File: src/verilog/uart_abw_pkg.sv
// constants and carrier types for the auto-baud, wake-up and break logic
package uart_abw_pkg;
	// register byte offsets
	localparam logic [4:0] OFS_BAUD_CTRL = 5'h00;
	localparam logic [4:0] OFS_DIV_LOW = 5'h04;
	localparam logic [4:0] OFS_DIV_HIGH = 5'h08;
	localparam logic [4:0] OFS_TX_CTRL = 5'h0c;
	localparam logic [4:0] OFS_RX_STAT = 5'h10;
	localparam logic [4:0] OFS_RX_DATA = 5'h14;
	localparam logic [4:0] OFS_TX_DATA = 5'h18;
	// baud_control_reg fields
	localparam int BIT_ABD_EN = 0;
	localparam int BIT_WAKE_EN = 1;
	localparam int BIT_WIDE = 3;
	localparam int BIT_RX_IDLE = 6;
	localparam int BIT_ABD_OVF = 7;
	// tx_status_control fields
	localparam int BIT_SHIFT_EMPTY = 1;
	localparam int BIT_HIGH_SPEED = 2;
	localparam int BIT_SEND_BREAK = 3;
	localparam int BIT_TX_ON = 5;
	// rx_status_control fields
	localparam int BIT_RX_INT = 0;
	localparam int BIT_TX_INT = 1;
	localparam int BIT_FRAME_ERR = 2;
	// prescaler masks: base clock and auto-baud clock
	localparam logic [8:0] MASK_BASE_00 = 9'h03f;
	localparam logic [8:0] MASK_BASE_01 = 9'h00f;
	localparam logic [8:0] MASK_BASE_11 = 9'h003;
	localparam logic [8:0] MASK_ABD_00 = 9'h1ff;
	localparam logic [8:0] MASK_ABD_01 = 9'h07f;
	localparam logic [8:0] MASK_ABD_11 = 9'h01f;
	// frame shape
	localparam logic [3:0] DATA_LAST = 4'h7;
	localparam logic [3:0] TX_STOP_NORMAL = 4'h9;
	localparam logic [3:0] TX_STOP_BREAK = 4'hd;
	localparam logic [2:0] ABD_LAST_RISE = 3'h4;
	localparam logic [15:0] ABD_COUNT_START = 16'h0001;
	localparam logic [15:0] DIV_RESET = 16'h0000;
	localparam logic [7:0] CTRL_RESET = 8'h00;

	typedef struct packed {
		logic read;
		logic write;
		logic [4:0] address;
		logic [31:0] writedata;
	} avs_req_t;

	typedef enum logic [1:0] {
		RX_IDLE = 2'b00,
		RX_START = 2'b01,
		RX_BITS = 2'b10,
		RX_STOP = 2'b11
	} rx_state_t;

	typedef enum logic [1:0] {
		AB_IDLE = 2'b00,
		AB_START = 2'b01,
		AB_RISE1 = 2'b10,
		AB_COUNT = 2'b11
	} ab_state_t;
endpackage : uart_abw_pkg

File: src/verilog/uart_autobaud_wakeup_break.sv
// auto-baud, wake-up and break logic with its avalon-mm register slave
`timescale 1ns/100ps
`default_nettype none

// Overview of operation
// - auto-baud times a 55h sync character on the receive line.
// - setting auto-baud enable starts calibration; normal receiver held idle.
// - divisor pair counts auto-baud clocks from the first rise after start.
// - counter starts at one; software may subtract one afterwards.
// - fifth rise keeps the count, clears auto-baud enable, sets receive flag.
// - after auto-baud the receive flag clears by reading receive data.
// - during auto-baud both divisor bytes form one 16-bit counter.
// - wide and high-speed bits select base and auto-baud clock dividers.
// - 8-bit low-speed rate is clock over 64 times divisor plus one.
// - counter overflow sets overflow and receive flag, counting continues.
// - receive idle reads zero during auto-baud, set at fifth rise.
// - receive data read after overflow: fifth rise sets receive flag again.
// - wake enable disables reception and watches for a falling edge.
// - the wake edge sets the receive flag; reading receive data clears it.
// - rising edge ending the break clears wake enable; receiver then idles.
// - wake plus auto-baud measures the character after the break.
// - send-break with transmit on sends start, twelve zeros and stop.
// - send-break clears after the break stop; queued byte follows.
// - shift-empty shows activity during a break like a normal character.
// - received break shows receive flag, framing error and zero data.
// - writing the divisor resets the baud timer immediately.
module uart_autobaud_wakeup_break (
	input wire logic ref_clk,
	input wire logic rst_n,
	input wire uart_abw_pkg::avs_req_t avs_req,
	output logic [31:0] avs_readdata,
	output logic avs_waitrequest,
	input wire logic rx_line,
	output logic tx_line
);

	////////////////////////////////////////////////////////////////////////
	// register bus: one wait cycle, access acts when waitrequest is low
	logic wait_r, wait_nxt;
	logic [31:0] rdata_r, rdata_nxt;
	logic acc, wr_acc, rd_acc;
	logic [31:0] read_mux;

	assign acc = (avs_req.read | avs_req.write) & ~wait_r;
	assign wr_acc = acc & avs_req.write;
	assign rd_acc = acc & avs_req.read;

	always_comb
	begin
		wait_nxt = 1'b1;
		rdata_nxt = rdata_r;
		if ((avs_req.read | avs_req.write) & wait_r)
		begin
			wait_nxt = 1'b0;
			rdata_nxt = read_mux;
		end
	end

	always_ff @(posedge ref_clk or negedge rst_n)
	begin
		if (!rst_n)
		begin
			wait_r <= 1'b1;
			rdata_r <= 32'h0000_0000;
		end
		else
		begin
			wait_r <= wait_nxt;
			rdata_r <= rdata_nxt;
		end
	end

	assign avs_waitrequest = wait_r;
	assign avs_readdata = rdata_r;

	////////////////////////////////////////////////////////////////////////
	// control state, shared by the clock, receive and transmit groups
	logic auto_baud_enable_r, wue_r, wide_r, ovf_r, hs_r, send_break_request_r, txon_r;
	logic [15:0] div_r;
	logic rif_r, framing_error_flag_r;
	logic [7:0] rxd_r;
	logic rx_prev_r;
	logic fall, rise, rx_idle;
	logic div_wr, brk_done;

	assign fall = rx_prev_r & ~rx_line;
	assign rise = ~rx_prev_r & rx_line;
	assign div_wr = wr_acc & ((avs_req.address == uart_abw_pkg::OFS_DIV_LOW) |
		(avs_req.address == uart_abw_pkg::OFS_DIV_HIGH));

	////////////////////////////////////////////////////////////////////////
	// prescaler and baud timer
	logic [8:0] pre_r, pre_nxt;
	logic [15:0] bt_r, bt_nxt;
	logic [8:0] base_mask, abd_mask;
	logic base_en, abd_en, baud_tick;
	logic [15:0] div_top;

	always_comb
	begin
		case ({wide_r, hs_r})
			2'b00:
			begin
				base_mask = uart_abw_pkg::MASK_BASE_00;
				abd_mask = uart_abw_pkg::MASK_ABD_00;
			end
			2'b11:
			begin
				base_mask = uart_abw_pkg::MASK_BASE_11;
				abd_mask = uart_abw_pkg::MASK_ABD_11;
			end
			default:
			begin
				base_mask = uart_abw_pkg::MASK_BASE_01;
				abd_mask = uart_abw_pkg::MASK_ABD_01;
			end
		endcase
	end

	assign base_en = (pre_r & base_mask) == base_mask;
	assign abd_en = (pre_r & abd_mask) == abd_mask;
	// narrow mode uses the low byte only: rate = base / (n + 1)
	assign div_top = wide_r ? div_r : {8'h00, div_r[7:0]};
	assign baud_tick = base_en & (bt_r == div_top);

	always_comb
	begin
		pre_nxt = pre_r + 9'h001;
		bt_nxt = bt_r;
		if (base_en)
			bt_nxt = baud_tick ? 16'h0000 : bt_r + 16'h0001;
		if (div_wr)
		begin
			pre_nxt = 9'h000;
			bt_nxt = 16'h0000;
		end
	end

	always_ff @(posedge ref_clk or negedge rst_n)
	begin
		if (!rst_n)
		begin
			pre_r <= 9'h000;
			bt_r <= 16'h0000;
		end
		else
		begin
			pre_r <= pre_nxt;
			bt_r <= bt_nxt;
		end
	end

	////////////////////////////////////////////////////////////////////////
	// receiver, auto-baud, wake-up and software registers
	uart_abw_pkg::rx_state_t rx_st_r, rx_st_nxt;
	uart_abw_pkg::ab_state_t ab_st_r, ab_st_nxt;
	logic [15:0] rc_r, rc_nxt, div_nxt;
	logic [3:0] ri_r, ri_nxt;
	logic [7:0] rsh_r, rsh_nxt, rxd_nxt;
	logic [2:0] edges_r, edges_nxt;
	logic woke_r, woke_nxt;
	logic auto_baud_enable_nxt, wue_nxt, wide_nxt, ovf_nxt, hs_nxt, send_break_request_nxt, txon_nxt;
	logic rif_nxt, framing_error_flag_nxt, rif_set;

	// idle only when neither measuring nor receiving
	assign rx_idle = (rx_st_r == uart_abw_pkg::RX_IDLE) & ~auto_baud_enable_r &
		(ab_st_r == uart_abw_pkg::AB_IDLE);

	always_comb
	begin
		rx_st_nxt = rx_st_r;
		ab_st_nxt = ab_st_r;
		rc_nxt = rc_r;
		ri_nxt = ri_r;
		rsh_nxt = rsh_r;
		rxd_nxt = rxd_r;
		edges_nxt = edges_r;
		woke_nxt = woke_r;
		div_nxt = div_r;
		auto_baud_enable_nxt = auto_baud_enable_r;
		wue_nxt = wue_r;
		wide_nxt = wide_r;
		ovf_nxt = ovf_r;
		hs_nxt = hs_r;
		send_break_request_nxt = send_break_request_r & ~brk_done;
		txon_nxt = txon_r;
		framing_error_flag_nxt = framing_error_flag_r;
		rif_set = 1'b0;
		// software writes first, hardware events below win over them
		if (wr_acc)
		begin
			case (avs_req.address)
				uart_abw_pkg::OFS_BAUD_CTRL:
				begin
					auto_baud_enable_nxt = avs_req.writedata[uart_abw_pkg::BIT_ABD_EN];
					wue_nxt = avs_req.writedata[uart_abw_pkg::BIT_WAKE_EN];
					wide_nxt = avs_req.writedata[uart_abw_pkg::BIT_WIDE];
					ovf_nxt = avs_req.writedata[uart_abw_pkg::BIT_ABD_OVF];
				end
				uart_abw_pkg::OFS_DIV_LOW: div_nxt[7:0] = avs_req.writedata[7:0];
				uart_abw_pkg::OFS_DIV_HIGH: div_nxt[15:8] = avs_req.writedata[7:0];
				uart_abw_pkg::OFS_TX_CTRL:
				begin
					hs_nxt = avs_req.writedata[uart_abw_pkg::BIT_HIGH_SPEED];
					send_break_request_nxt = avs_req.writedata[uart_abw_pkg::BIT_SEND_BREAK];
					txon_nxt = avs_req.writedata[uart_abw_pkg::BIT_TX_ON];
				end
				default: ;
			endcase
		end
		// wake-up watch, receiver stays idle meanwhile
		if (wue_r)
		begin
			rx_st_nxt = uart_abw_pkg::RX_IDLE;
			// wake edge raises the receive flag
			if (fall)
			begin
				rif_set = 1'b1;
				woke_nxt = 1'b1;
			end
			// end of break clears wake enable
			if (rise & woke_r)
			begin
				wue_nxt = 1'b0;
				woke_nxt = 1'b0;
			end
		end
		else
			woke_nxt = 1'b0;
		// measurement runs once wake-up is finished
		case (ab_st_r)
			uart_abw_pkg::AB_IDLE:
				if (auto_baud_enable_r & ~wue_r)
					ab_st_nxt = uart_abw_pkg::AB_START;
			uart_abw_pkg::AB_START:
				if (fall)
					ab_st_nxt = uart_abw_pkg::AB_RISE1;
			uart_abw_pkg::AB_RISE1:
				if (rise)
				begin
					// count starts at one on the first rise
					ab_st_nxt = uart_abw_pkg::AB_COUNT;
					div_nxt = uart_abw_pkg::ABD_COUNT_START;
					edges_nxt = 3'h1;
				end
			uart_abw_pkg::AB_COUNT:
				if (rise & (edges_r == uart_abw_pkg::ABD_LAST_RISE))
				begin
					ab_st_nxt = uart_abw_pkg::AB_IDLE;
					auto_baud_enable_nxt = 1'b0;
					rif_set = 1'b1;
				end
				else
				begin
					if (rise)
						edges_nxt = edges_r + 3'h1;
					if (abd_en)
					begin
						div_nxt = div_r + 16'h0001;
						if (div_r == 16'hffff)
						begin
							ovf_nxt = 1'b1;
							rif_set = 1'b1;
						end
					end
				end
			default: ab_st_nxt = uart_abw_pkg::AB_IDLE;
		endcase
		if (~auto_baud_enable_r)
			ab_st_nxt = uart_abw_pkg::AB_IDLE;
		// normal receiver only without auto-baud or wake
		if (~auto_baud_enable_r & ~wue_r & (ab_st_r == uart_abw_pkg::AB_IDLE))
		begin
			case (rx_st_r)
				uart_abw_pkg::RX_IDLE:
					if (fall)
					begin
						rx_st_nxt = uart_abw_pkg::RX_START;
						rc_nxt = 16'h0000;
					end
				uart_abw_pkg::RX_START:
					if (base_en)
					begin
						if (rc_r == {1'b0, div_top[15:1]})
						begin
							rx_st_nxt = rx_line ? uart_abw_pkg::RX_IDLE : uart_abw_pkg::RX_BITS;
							rc_nxt = 16'h0000;
							ri_nxt = 4'h0;
						end
						else
							rc_nxt = rc_r + 16'h0001;
					end
				uart_abw_pkg::RX_BITS:
					if (base_en)
					begin
						if (rc_r == div_top)
						begin
							rc_nxt = 16'h0000;
							rsh_nxt = {rx_line, rsh_r[7:1]};
							ri_nxt = ri_r + 4'h1;
							if (ri_r == uart_abw_pkg::DATA_LAST)
								rx_st_nxt = uart_abw_pkg::RX_STOP;
						end
						else
							rc_nxt = rc_r + 16'h0001;
					end
				uart_abw_pkg::RX_STOP:
					if (base_en)
					begin
						if (rc_r == div_top)
						begin
							// a break lands as zero data with framing error
							rx_st_nxt = uart_abw_pkg::RX_IDLE;
							rxd_nxt = rsh_r;
							framing_error_flag_nxt = ~rx_line;
							rif_set = 1'b1;
						end
						else
							rc_nxt = rc_r + 16'h0001;
					end
				default: rx_st_nxt = uart_abw_pkg::RX_IDLE;
			endcase
		end
		// read of receive data clears the flag, a new event wins
		rif_nxt = rif_set | (rif_r & ~(rd_acc & (avs_req.address == uart_abw_pkg::OFS_RX_DATA)));
	end

	always_ff @(posedge ref_clk or negedge rst_n)
	begin
		if (!rst_n)
		begin
			rx_st_r <= uart_abw_pkg::RX_IDLE;
			ab_st_r <= uart_abw_pkg::AB_IDLE;
			rc_r <= 16'h0000;
			ri_r <= 4'h0;
			rsh_r <= uart_abw_pkg::CTRL_RESET;
			rxd_r <= uart_abw_pkg::CTRL_RESET;
			edges_r <= 3'h0;
			woke_r <= 1'b0;
			div_r <= uart_abw_pkg::DIV_RESET;
			{auto_baud_enable_r, wue_r, wide_r, ovf_r, hs_r, send_break_request_r, txon_r} <= 7'h00;
			rif_r <= 1'b0;
			framing_error_flag_r <= 1'b0;
			rx_prev_r <= 1'b1;
		end
		else
		begin
			rx_st_r <= rx_st_nxt;
			ab_st_r <= ab_st_nxt;
			rc_r <= rc_nxt;
			ri_r <= ri_nxt;
			rsh_r <= rsh_nxt;
			rxd_r <= rxd_nxt;
			edges_r <= edges_nxt;
			woke_r <= woke_nxt;
			div_r <= div_nxt;
			{auto_baud_enable_r, wue_r, wide_r, ovf_r} <= {auto_baud_enable_nxt, wue_nxt, wide_nxt, ovf_nxt};
			{hs_r, send_break_request_r, txon_r} <= {hs_nxt, send_break_request_nxt, txon_nxt};
			rif_r <= rif_nxt;
			framing_error_flag_r <= framing_error_flag_nxt;
			rx_prev_r <= rx_line;
		end
	end

	////////////////////////////////////////////////////////////////////////
	// transmitter: one-byte holding buffer and shifter
	logic buf_full_r, buf_full_nxt, busy_r, busy_nxt, brk_r, brk_nxt, tx_r, tx_nxt;
	logic [7:0] buf_r, buf_nxt, tsh_r, tsh_nxt;
	logic [3:0] ti_r, ti_nxt, t_last;
	logic tx_load, tdata_wr;

	assign tdata_wr = wr_acc & (avs_req.address == uart_abw_pkg::OFS_TX_DATA);
	assign tx_load = baud_tick & ~busy_r & buf_full_r & txon_r;
	assign t_last = brk_r ? uart_abw_pkg::TX_STOP_BREAK : uart_abw_pkg::TX_STOP_NORMAL;
	assign brk_done = baud_tick & busy_r & brk_r & (ti_r == t_last);

	always_comb
	begin
		buf_full_nxt = buf_full_r;
		buf_nxt = buf_r;
		busy_nxt = busy_r;
		brk_nxt = brk_r;
		tx_nxt = tx_r;
		tsh_nxt = tsh_r;
		ti_nxt = ti_r;
		if (tx_load)
		begin
			// break frame chosen at load, written value ignored
			buf_full_nxt = 1'b0;
			busy_nxt = 1'b1;
			brk_nxt = send_break_request_r;
			tsh_nxt = send_break_request_r ? 8'h00 : buf_r;
			tx_nxt = 1'b0;
			ti_nxt = 4'h0;
		end
		else if (baud_tick & busy_r)
		begin
			if (ti_r == t_last)
			begin
				busy_nxt = 1'b0;
				brk_nxt = 1'b0;
			end
			else
			begin
				ti_nxt = ti_r + 4'h1;
				tx_nxt = (ti_r + 4'h1 == t_last) ? 1'b1 : tsh_r[0];
				tsh_nxt = {1'b0, tsh_r[7:1]};
			end
		end
		if (tdata_wr)
		begin
			buf_full_nxt = 1'b1;
			buf_nxt = avs_req.writedata[7:0];
		end
	end

	always_ff @(posedge ref_clk or negedge rst_n)
	begin
		if (!rst_n)
		begin
			{buf_full_r, busy_r, brk_r} <= 3'h0;
			tx_r <= 1'b1;
			buf_r <= 8'h00;
			tsh_r <= 8'h00;
			ti_r <= 4'h0;
		end
		else
		begin
			{buf_full_r, busy_r, brk_r} <= {buf_full_nxt, busy_nxt, brk_nxt};
			tx_r <= tx_nxt;
			buf_r <= buf_nxt;
			tsh_r <= tsh_nxt;
			ti_r <= ti_nxt;
		end
	end

	assign tx_line = tx_r;

	////////////////////////////////////////////////////////////////////////
	// read multiplexer
	always_comb
	begin
		read_mux = 32'h0000_0000;
		case (avs_req.address)
			uart_abw_pkg::OFS_BAUD_CTRL:
			begin
				read_mux[uart_abw_pkg::BIT_ABD_EN] = auto_baud_enable_r;
				read_mux[uart_abw_pkg::BIT_WAKE_EN] = wue_r;
				read_mux[uart_abw_pkg::BIT_WIDE] = wide_r;
				read_mux[uart_abw_pkg::BIT_RX_IDLE] = rx_idle;
				read_mux[uart_abw_pkg::BIT_ABD_OVF] = ovf_r;
			end
			uart_abw_pkg::OFS_DIV_LOW: read_mux[7:0] = div_r[7:0];
			uart_abw_pkg::OFS_DIV_HIGH: read_mux[7:0] = div_r[15:8];
			uart_abw_pkg::OFS_TX_CTRL:
			begin
				// shift-empty follows the shifter for every frame
				read_mux[uart_abw_pkg::BIT_SHIFT_EMPTY] = ~busy_r;
				read_mux[uart_abw_pkg::BIT_HIGH_SPEED] = hs_r;
				read_mux[uart_abw_pkg::BIT_SEND_BREAK] = send_break_request_r;
				read_mux[uart_abw_pkg::BIT_TX_ON] = txon_r;
			end
			uart_abw_pkg::OFS_RX_STAT:
			begin
				read_mux[uart_abw_pkg::BIT_RX_INT] = rif_r;
				read_mux[uart_abw_pkg::BIT_TX_INT] = ~buf_full_r;
				read_mux[uart_abw_pkg::BIT_FRAME_ERR] = framing_error_flag_r;
			end
			uart_abw_pkg::OFS_RX_DATA: read_mux[7:0] = rxd_r;
			default: ;
		endcase
	end
endmodule : uart_autobaud_wakeup_break

`default_nettype wire

File: config.mk
export PLATFORM = sky130hd
export DESIGN_NAME = uart_autobaud_wakeup_break
export DESIGN_NICKNAME = d
export VERILOG_FILES = /design/src/verilog/uart_abw_pkg.sv /design/src/verilog/uart_autobaud_wakeup_break.sv
export SDC_FILE = /design/constraint.sdc
export NUM_CORES = 1
export LEC_CHECK = 0
export ABC_AREA = 1
export BUFFER_PORTS_ARGS = -buffer_cell sky130_fd_sc_hd__buf_4
export CAP_MARGIN = 25
export CORE_ASPECT_RATIO = 1.75
export CORE_MARGIN = 8
export CORE_UTILIZATION = 40
export CTS_CLUSTER_SIZE = 40
export DETAILED_ROUTE_END_ITERATION = 16
export GPL_TIMING_DRIVEN = 0
export SYNTH_ARGS = -nofsm -noshare
export SYNTH_HDL_FRONTEND = slang
export SYNTH_SLANG_ARGS = --single-unit
File: constraint.sdc
create_clock -name ref_clk -period 4.53 [get_ports ref_clk]
set_input_delay 0.906 -clock ref_clk [delete_from_list [all_inputs] [get_ports ref_clk]]
set_output_delay 0.906 -clock ref_clk [all_outputs]
set_load 0.1 [all_outputs]
==> summary.txt, run 1 <==
Crit. End Element = register
routed wire length per instance = 16.4 um
CP max FO = 10
Setup CP Type = reg -> reg
Filler cells = 2201
Initial Util = 40.2%
Synth Instances = 1250
total core area = 21300 sq um
PD cells = 470 nW/um^2
Resize count post-CTS = 0
total grt overflow = 0
DRC Markers = 0
R2R Setup Slk = 2.06 ns
Post-Synth XOR/XNOR Area = 3.37%
layout cells sized above 1 = 11.7%
Post-synth EDFFs = 0
Die Ht = 210 um
# clock sinks = 128
largest net degree at the start of global routing = 77
vias in the first global route = 8274
Hold Buf Count CTS = 0
Worst Path Required = 4.82 ns
leakage = 4.96 nW
Post-CTS Setup Repair Bufs = 0
commonest non-fill, non-tap cell in the layout = nand2_1
first-pass GRT wire length = 42200 um
RSZ-0062 raised after global routing = no
P&R area growth vs syn = 14.6%
initial antenna violation count = 0
commonest cells after routing, fill and taps aside = nand2_1, inv_1, dfrtp_1
IO buf count = 27
complex-gate fraction of the synthesized area = 10.9%
antenna-violating nets left = 0
top_reg_cell synth = dfrtp_1
ys async rst share = 100%
status = completed
Rows = 71
YS warnings = 0
H-tree level count = 4
First-pass DRT Iterations = 5
slowest CP cell = nor3_1
Reg clk slew, reported paths = 0.06 ns
#FFs+latches synth = 128
TNS Setup = 0 ns
MaxCap Viol Count = 0
Post-DP HPWL = 20200 um
Die Wd = 127 um
fin crit share = 54.5%
CTS tree = built
clock skew = 0.00758 ns
hold_ws = 0.470 ns
GPL Wtd Cong = 0.953
vias post-DR = 8276
Via density = 5.21
Finish-stage setup viols = 0
Final Hold Viols = 0
relative slew slack = 47.4%
crit path cell chain = ha_1 -> inv_1 -> nor2_1 -> nand4_1 -> inv_1 -> a21oi_1 -> nor3_1 -> buf_2 -> o22ai_1
Syn Std Cell Area = 8580 sq um
Crit path arrival time = 2.76 ns
ANT cells = 0
Avg Cell Area, Syn = 6.86 sq um
CTS root buf = clkbuf_16
Cell variety after synth = 50
nature of the critical path startpoint = register
io pins = 76
number of DRC markers in iteration 0 = 321
die area = 26600 sq um
All-Layer GR Usage = 20.2%
Seq/Total Area, Yosys = 37.4%
most frequent CP cell = inv_1
later-pin clock latency in the skew report = 0.43 ns
post-layout minimum cycle time = 2.47 ns
synthesized-area fraction occupied by adder cells = 2.19%
Synth Area in Simple Gates = 35.4%
Slew @ Worst Pin = 0.780 ns
Hold WC Path Type = reg -> reg
clock buffer count from CTS = 17
fmax = 405 MHz
Post-layout nets = 1378
multiplexer share of the synthesized area = 0%
CP max stage delay = 0.50 ns
Slew Limit Fails = 0
final wirelength = 26000 um
largest family of logic cells by synthesized area = simple AND/OR/NAND/NOR gates
VDD IR max = 298 uV
clock buffer depth = 2
## through the flow
stage / area (sq um) / total power (W) / util, % / worst slack (ns) / cells
2_1_floorplan: 8670 / 0.00274 / - / 2.29 / 1273
3_3_place_gp: 9190 / 0.00318 / 43.1 / 1.68 / 1555
3_5_place_dp: 9230 / 0.00320 / 43.3 / 1.66 / 1557
4_1_cts: 9830 / 0.00464 / 46.1 / 2.00 / 1589
5_1_grt: 9830 / 0.00492 / 46.1 / 1.79 / 1589
6_report: 9830 / 0.00463 / 46.1 / 2.06 / 1589
## critical path: cells and delay by family, from the launching register on
family	cells	cell delay, ns
fa+ha+maj	1	0.27
compound gates	2	0.22
flops	1	0.37
simple gates	3	0.91
buf+inv	3	0.57
## final cells by class
class	instances	area [sq um]	area share (%)
Buffer	57	370	3.77
Clock buffer	19	443	4.50
Inverter	148	558	5.68
Tap cell	255	319	3.24
Timing Repair Buffer	29	241	2.46
Multi-Input combinational cell	940	4530	46.1
Clock inverter	13	164	1.67
Sequential cell	128	3210	32.6
## cells by family (layout without fill, tap and decap cells)
kind of cell	Yosys count	in the layout
AND/OR/NAND/NOR	707	707
other	1	24
buffers and inverters	205	266
AO/OA/AOI/OAI	161	161
XOR/XNOR	33	33
flip-flops	128	128
adder cells (fa/ha/maj)	15	15
## layer usage
metal	global-route usage, %	share of wire, %	vias to the layer above
met3	3.15	3.7	94
li1	-	-	4117
met2	37.1	53	211
met4	14.2	6.1	0
met1	20.3	37	3854
met5	0	0	-
## state kept, by name, summed over array words and instances (netlist names), 2 cells and up
signal and flops:
buf_r 8, rsh_r 8, rx_st_r 2, bt_r 16
ti_r 4, ri_r 4, edges_r 3, rxd_r 8
tsh_r 8, div_r 16, avs_readdata 8, ab_st_r 2
pre_r 9, rc_r 16
## power by group
part,leakage [nW],internal (W),switching [W]
sequential,1.69,0.00132,0.000174
clock,0.282,0.000880,0.000546
combinational,2.99,0.000518,0.00119
total,4.96,0.00271,0.00191
## final timing paths
path | from | endpoint | cells after the start
worst max-delay path | pre_r[0] | div_r[13] | 9
worst min-delay path | pre_r[0] | pre_r[0] | 1
worst max register to register | pre_r[0] | div_r[13] | 9
worst min register to register | pre_r[0] | pre_r[0] | 1
max in group asynchronous | rst_n | tx_line | 2
min in group asynchronous | rst_n | rsh_r[1] | 1
## cell usage after synthesis (3+ instances only)
cell,count,area (sq um)
buf_6,6,67.6
nor2_1,117,439
clkbuf_2,4,20.0
nor3b_1,4,30.0
dfrtp_1,125,3130
nor2_4,5,56.3
xor2_1,30,263
nand2_2,10,62.6
o21ai_2,11,96.3
xnor2_1,3,26.3
buf_2,13,65.1
nand3_1,109,546
clkbuf_1,9,33.8
nor2_2,5,31.3
a21oi_1,31,155
nand3_2,3,30.0
o22ai_1,15,93.8
nand2_1,399,1500
inv_2,5,18.8
a31oi_1,3,18.8
o21ai_0,71,355
inv_1,141,529
buf_4,24,180
nand4_1,22,138
nor3_1,23,115
o21ai_1,14,70.1
dfstp_2,3,78.8
ha_1,15,188
(Power assumes the default switching activity.)
==> run 2: changes to the inputs <==
==> constraint.sdc (replaced) <==
create_clock -name ref_clk -period 2.1 [get_ports ref_clk]
set_input_delay 0.42 -clock ref_clk [delete_from_list [all_inputs] [get_ports ref_clk]]
set_output_delay 0.42 -clock ref_clk [all_outputs]
set_load 0.1 [all_outputs]
==> summary.txt, run 2 (synthesis gave the netlist of run 1 again) <==
Post-DP HPWL = 20200 um
fin crit share = 99.7%
WP buf/inv = 3
CP max stage delay = 0.40 ns
GPL Wtd Cong = 0.953
first-pass GRT wire length = 42600 um
Worst Path Required = 2.41 ns
largest net degree at the start of global routing = 77
nature of the critical path startpoint = register
number of DRC markers in iteration 0 = 352
clock buffer depth = 2
crit path cell chain = buf_6 -> nand2_2 -> inv_1 -> nand2_1 -> nand2_1 -> nor2_1 -> nand2_1 -> nor2_4 -> nand3_4 -> nor2_4 -> nand2_4 -> buf_6 -> nand2_2 -> o21ai_1
fmax = 478 MHz
VDD IR max = 664 uV
CP max FO = 8
CTS root buf = clkbuf_16
P&R area growth vs syn = 26.3%
vias post-DR = 8577
Finish-stage setup viols = 0
Setup CP Type = reg -> reg
status = completed
total grt overflow = 0
vias in the first global route = 8323
Crit path arrival time = 2.40 ns
most frequent CP cell = nand2_1
Rows = 71
MaxCap Viol Count = 0
PD cells = 999 nW/um^2
final wirelength = 27400 um
hold_ws = 0.0321 ns
CTS tree = built
top flop regs = bt_r (16), div_r (16), rc_r (16)
Hold Buf Count CTS = 0
Slew @ Worst Pin = 0.771 ns
io pins = 76
# clock sinks = 128
commonest cells after routing, fill and taps aside = nand2_1, inv_1, dfrtp_1
TNS Setup = 0 ns
initial antenna violation count = 0
Crit. End Element = register
Die Ht = 210 um
clock buffer count from CTS = 17
relative slew slack = 48.6%
leakage = 5.35 nW
First-pass DRT Iterations = 5
RSZ-0062 raised after global routing = yes
Hold WC Path Type = in -> async
Die Wd = 127 um
H-tree level count = 4
die area = 26600 sq um
critical path depth = 14
final cell area excluding filler cells = 10800 sq um
DRC Markers = 0
Reg clk slew, reported paths = 0.06 ns
total core area = 21300 sq um
Via density = 5.27
ANT cells = 0
layout cells sized above 1 = 21.6%
Slew Limit Fails = 0
CP delay by family, top = simple AND/OR/NAND/NOR gates
Post-layout nets = 1416
All-Layer GR Usage = 20.4%
later-pin clock latency in the skew report = 0.43 ns
slowest CP cell = dfrtp_1
IO buf count = 27
dpl cell area = 9230 sq um
commonest non-fill, non-tap cell in the layout = nand2_1
Final Hold Viols = 0
clock skew = 0.00724 ns
post-layout minimum cycle time = 2.09 ns
reg2reg path depth = 14
Initial Util = 40.2%
routed wire length per instance = 16.8 um
antenna-violating nets left = 0
[run 2: cell types whose count changed in the layout (fill, tap and decap cells not counted), moves of 9 or more]
cell / previous run / this run
nor2_4: 5 / 19
nand3_2: 3 / 17
nand3_1: 109 / 90
buf_2: 13 / 4
nand2_4: 2 / 16
buf_4: 51 / 81
nand2_1: 399 / 368
o21ai_0: 71 / 62
nor2_1: 117 / 96
nand2_2: 10 / 27
o21ai_2: 11 / 20
[run 2: what timing repair did]
item	in CTS	in global routing
pin swaps	6	47
resized for setup	36	159
setup buffers	5	25
setup endpoints to repair	76	92
cloned	0	8
[run 2: final timing paths]
path,end,slack [ns],startpoint
hold reg to reg,tx_line,0.48,tx_line
hold / removal,rsh_r[1],0.03,rst_n
min in group ref_clk,rx_prev_r,0.16,rx_line
setup / recovery,rsh_r[6],0.007,wide_r
setup reg to reg,rsh_r[6],0.007,wide_r
max in group asynchronous,tx_line,1.26,rst_n
[run 2: power breakdown]
group          switching, W  internal [W]
registers          0.000393       0.00285
logic               0.00294       0.00155
clock network       0.00119       0.00190
[run 2: per-stage QoR]
step                      cells  power (W)  utilization, %  worst slack (ns)
after floorplan            1273    0.00590               -             0.141
after global placement     1555    0.00685            43.1            -0.367
after detailed placement   1557    0.00691            43.3            -0.416
after CTS                  1594     0.0102            46.8           -0.0408
after global routing       1627     0.0115            50.8           -0.0913
final                      1627     0.0108            50.8           0.00694
[run 2: metal layers]
| layer | vias up | global-route usage (%) | wire, um |
|---|---|---|---|
| met5 | - | 0 | 0 |
| met4 | 0 | 13.4 | 1610 |
| met3 | 87 | 3.23 | 1040 |
| met2 | 232 | 37.9 | 14700 |
| met1 | 4062 | 20.5 | 10000 |
| li1 | 4196 | - | - |
[run 2: layout make-up]
| type | instances | area (sq um) |
|---|---|---|
| Clock inverter | 13 | 164 |
| Multi-Input combinational cell | 941 | 5050 |
| Buffer | 57 | 460 |
| Tap cell | 255 | 319 |
| Inverter | 148 | 571 |
| Timing Repair Buffer | 65 | 606 |
| Timing Repair inverter | 1 | 6.26 |
| Sequential cell | 128 | 3220 |
| Fill cell | 2072 | 10500 |
| Clock buffer | 19 | 443 |
==> run 3: changes to the inputs <==
--- a/config.mk
+++ b/config.mk
@@ -14,6 +14,8 @@
 export CTS_CLUSTER_SIZE = 40
 export DETAILED_ROUTE_END_ITERATION = 16
 export GPL_TIMING_DRIVEN = 0
+export HOLD_SLACK_MARGIN = 0.06
+export PLACE_DENSITY_LB_ADDON = 0.15
 export SYNTH_ARGS = -nofsm -noshare
 export SYNTH_HDL_FRONTEND = slang
 export SYNTH_SLANG_ARGS = --single-unit
==> summary.txt, run 3 (synthesis gave the netlist of run 1 again) <==
First-pass DRT Iterations = 7
routed wire length per instance = 16.8 um
fin crit share = 101%
IO buf count = 27
initial antenna violation count = 0
RSZ-0062 raised after global routing = yes
P&R area growth vs syn = 25.6%
Slew Limit Fails = 0
CP max FO = 8
slowest CP cell = dfrtp_1
clock skew = 0.00703 ns
All-Layer GR Usage = 20.2%
PD cells = 979 nW/um^2
Reg clk slew, reported paths = 0.06 ns
clock buffer count from CTS = 17
commonest non-fill, non-tap cell in the layout = nand2_1
Die Ht = 210 um
nature of the critical path startpoint = register
DRC Markers = 0
vias post-DR = 8492
Post-DP HPWL = 20300 um
clock buffer depth = 2
final cell area excluding filler cells = 10800 sq um
Hold WC Path Type = in -> reg
number of DRC markers in iteration 0 = 375
MaxCap Viol Count = 0
Initial Util = 40.2%
Slew @ Worst Pin = 0.807 ns
total core area = 21300 sq um
area of the multi-input gates = 4980 sq um
failing checks = negative setup slack
antenna-violating nets left = 0
hold_ws = 0.162 ns
final wirelength = 27400 um
ANT cells = 0
Setup CP Type = reg -> reg
Rows = 71
fmax = 471 MHz
Worst Path Required = 2.41 ns
Final Hold Viols = 0
CTS root buf = clkbuf_16
Crit path arrival time = 2.44 ns
H-tree level count = 4
final worst setup slack = -0.0250 ns
Post-layout nets = 1420
top flop regs = bt_r (16), div_r (16), rc_r (16)
relative slew slack = 45.9%
Via density = 5.21
Crit. End Element = register
Die Wd = 127 um
CP max stage delay = 0.41 ns
first-pass GRT wire length = 41900 um
total grt overflow = 0
later-pin clock latency in the skew report = 0.43 ns
Filler cells = 2136
post-layout minimum cycle time = 2.12 ns
layout cells sized above 1 = 21.8%
crit path cell chain = buf_6 -> clkbuf_16 -> nand3_1 -> nand2_1 -> nor2_1 -> nand2_1 -> nor2_4 -> nand2_4 -> o21ai_4 -> clkinv_4 -> buf_12 -> nand2_2 -> o21ai_2
register area = 3220 sq um
status = finished, violations left
Finish-stage setup viols = 10
most frequent CP cell = nand2_1
die area = 26600 sq um
VDD IR max = 621 uV
GPL Wtd Cong = 0.919
# clock sinks = 128
commonest cells after routing, fill and taps aside = nand2_1, inv_1, dfrtp_1
dpl cell area = 9220 sq um
CTS tree = built
io pins = 76
leakage = 5.37 nW
vias in the first global route = 8153
largest net degree at the start of global routing = 89
==> run 3: metrics by stage <==
stage / power, W / instances / TNS [ns] / util (%) / worst slack [ns]
2_1_floorplan: 0.00590 / 1273 / 0 / - / 0.141
3_3_place_gp: 0.00687 / 1555 / -12.41 / 43.1 / -0.369
3_5_place_dp: 0.00691 / 1556 / -14.06 / 43.2 / -0.399
4_1_cts: 0.00992 / 1596 / -0.0942 / 46.6 / -0.0447
5_1_grt: 0.0112 / 1631 / -3.47 / 50.5 / -0.128
6_report: 0.0106 / 1631 / -0.121 / 50.5 / -0.0250
==> run 3: path summary, 6_finish.rpt <==
kind / startpoint / endpoint / slack [ns] / cells after the start
worst max-delay path: wide_r / rc_r[6] / -0.02 / 13
worst min-delay path: rx_line / rx_prev_r / 0.16 / 1
worst max register to register: wide_r / rc_r[6] / -0.02 / 13
worst min register to register: pre_r[0] / pre_r[0] / 0.48 / 1
max in group asynchronous: rst_n / div_r[6] / 0.78 / 3
min in group asynchronous: rst_n / ab_st_r[0] / 0.48 / 2
==> run 3: per-layer routing <==
layer	GRT usage (%)	part of all wire, %	routed length, um	vias to the layer above
li1	-	-	-	4206
met1	20.9	38	10400	4001
met2	37.4	54	14900	217
met3	3.25	3.5	954	68
met4	11.5	4.3	1180	0
met5	0	0	0	-
==> run 3: area by class of cell <==
type                    count  share of cell area [%]
plain buffers              56                    4.06
clock buffers              23                    4.44
clock inverters             9                   0.790
inverters                 148                    5.41
multi-input cells         941                    46.2
flip-flops and latches    128                    29.9
well taps                 255                    2.96
repair buffers             71                    6.25
==> run 3: worst max-delay path, delay by kind of cell (launching register included) <==
| kind | cells | cell delay, ns |
|---|---|---|
| AND/OR/NAND/NOR | 7 | 0.73 |
| flip-flops | 1 | 0.41 |
| AO/OA/AOI/OAI | 2 | 0.26 |
| buffers and inverters | 4 | 0.60 |
==> run 3: report_power, final <==
group          internal [W]  switching (W)  total [W]
Clock               0.00172        0.00114    0.00286
Combinational       0.00153        0.00288    0.00442
Sequential          0.00285       0.000423    0.00327
Total               0.00610        0.00445     0.0106
==> run 3: timing repair <==
| item | in CTS | in global routing |
|---|---|---|
| hold buffers | 1 | 0 |
| setup buffers | 7 | 27 |
| gates cloned | 0 | 9 |
| setup endpoints to repair | 77 | 87 |
| pin swaps | 6 | 41 |
| resized for setup | 32 | 161 |
| endpoints found under the hold margin | 39 | 0 |
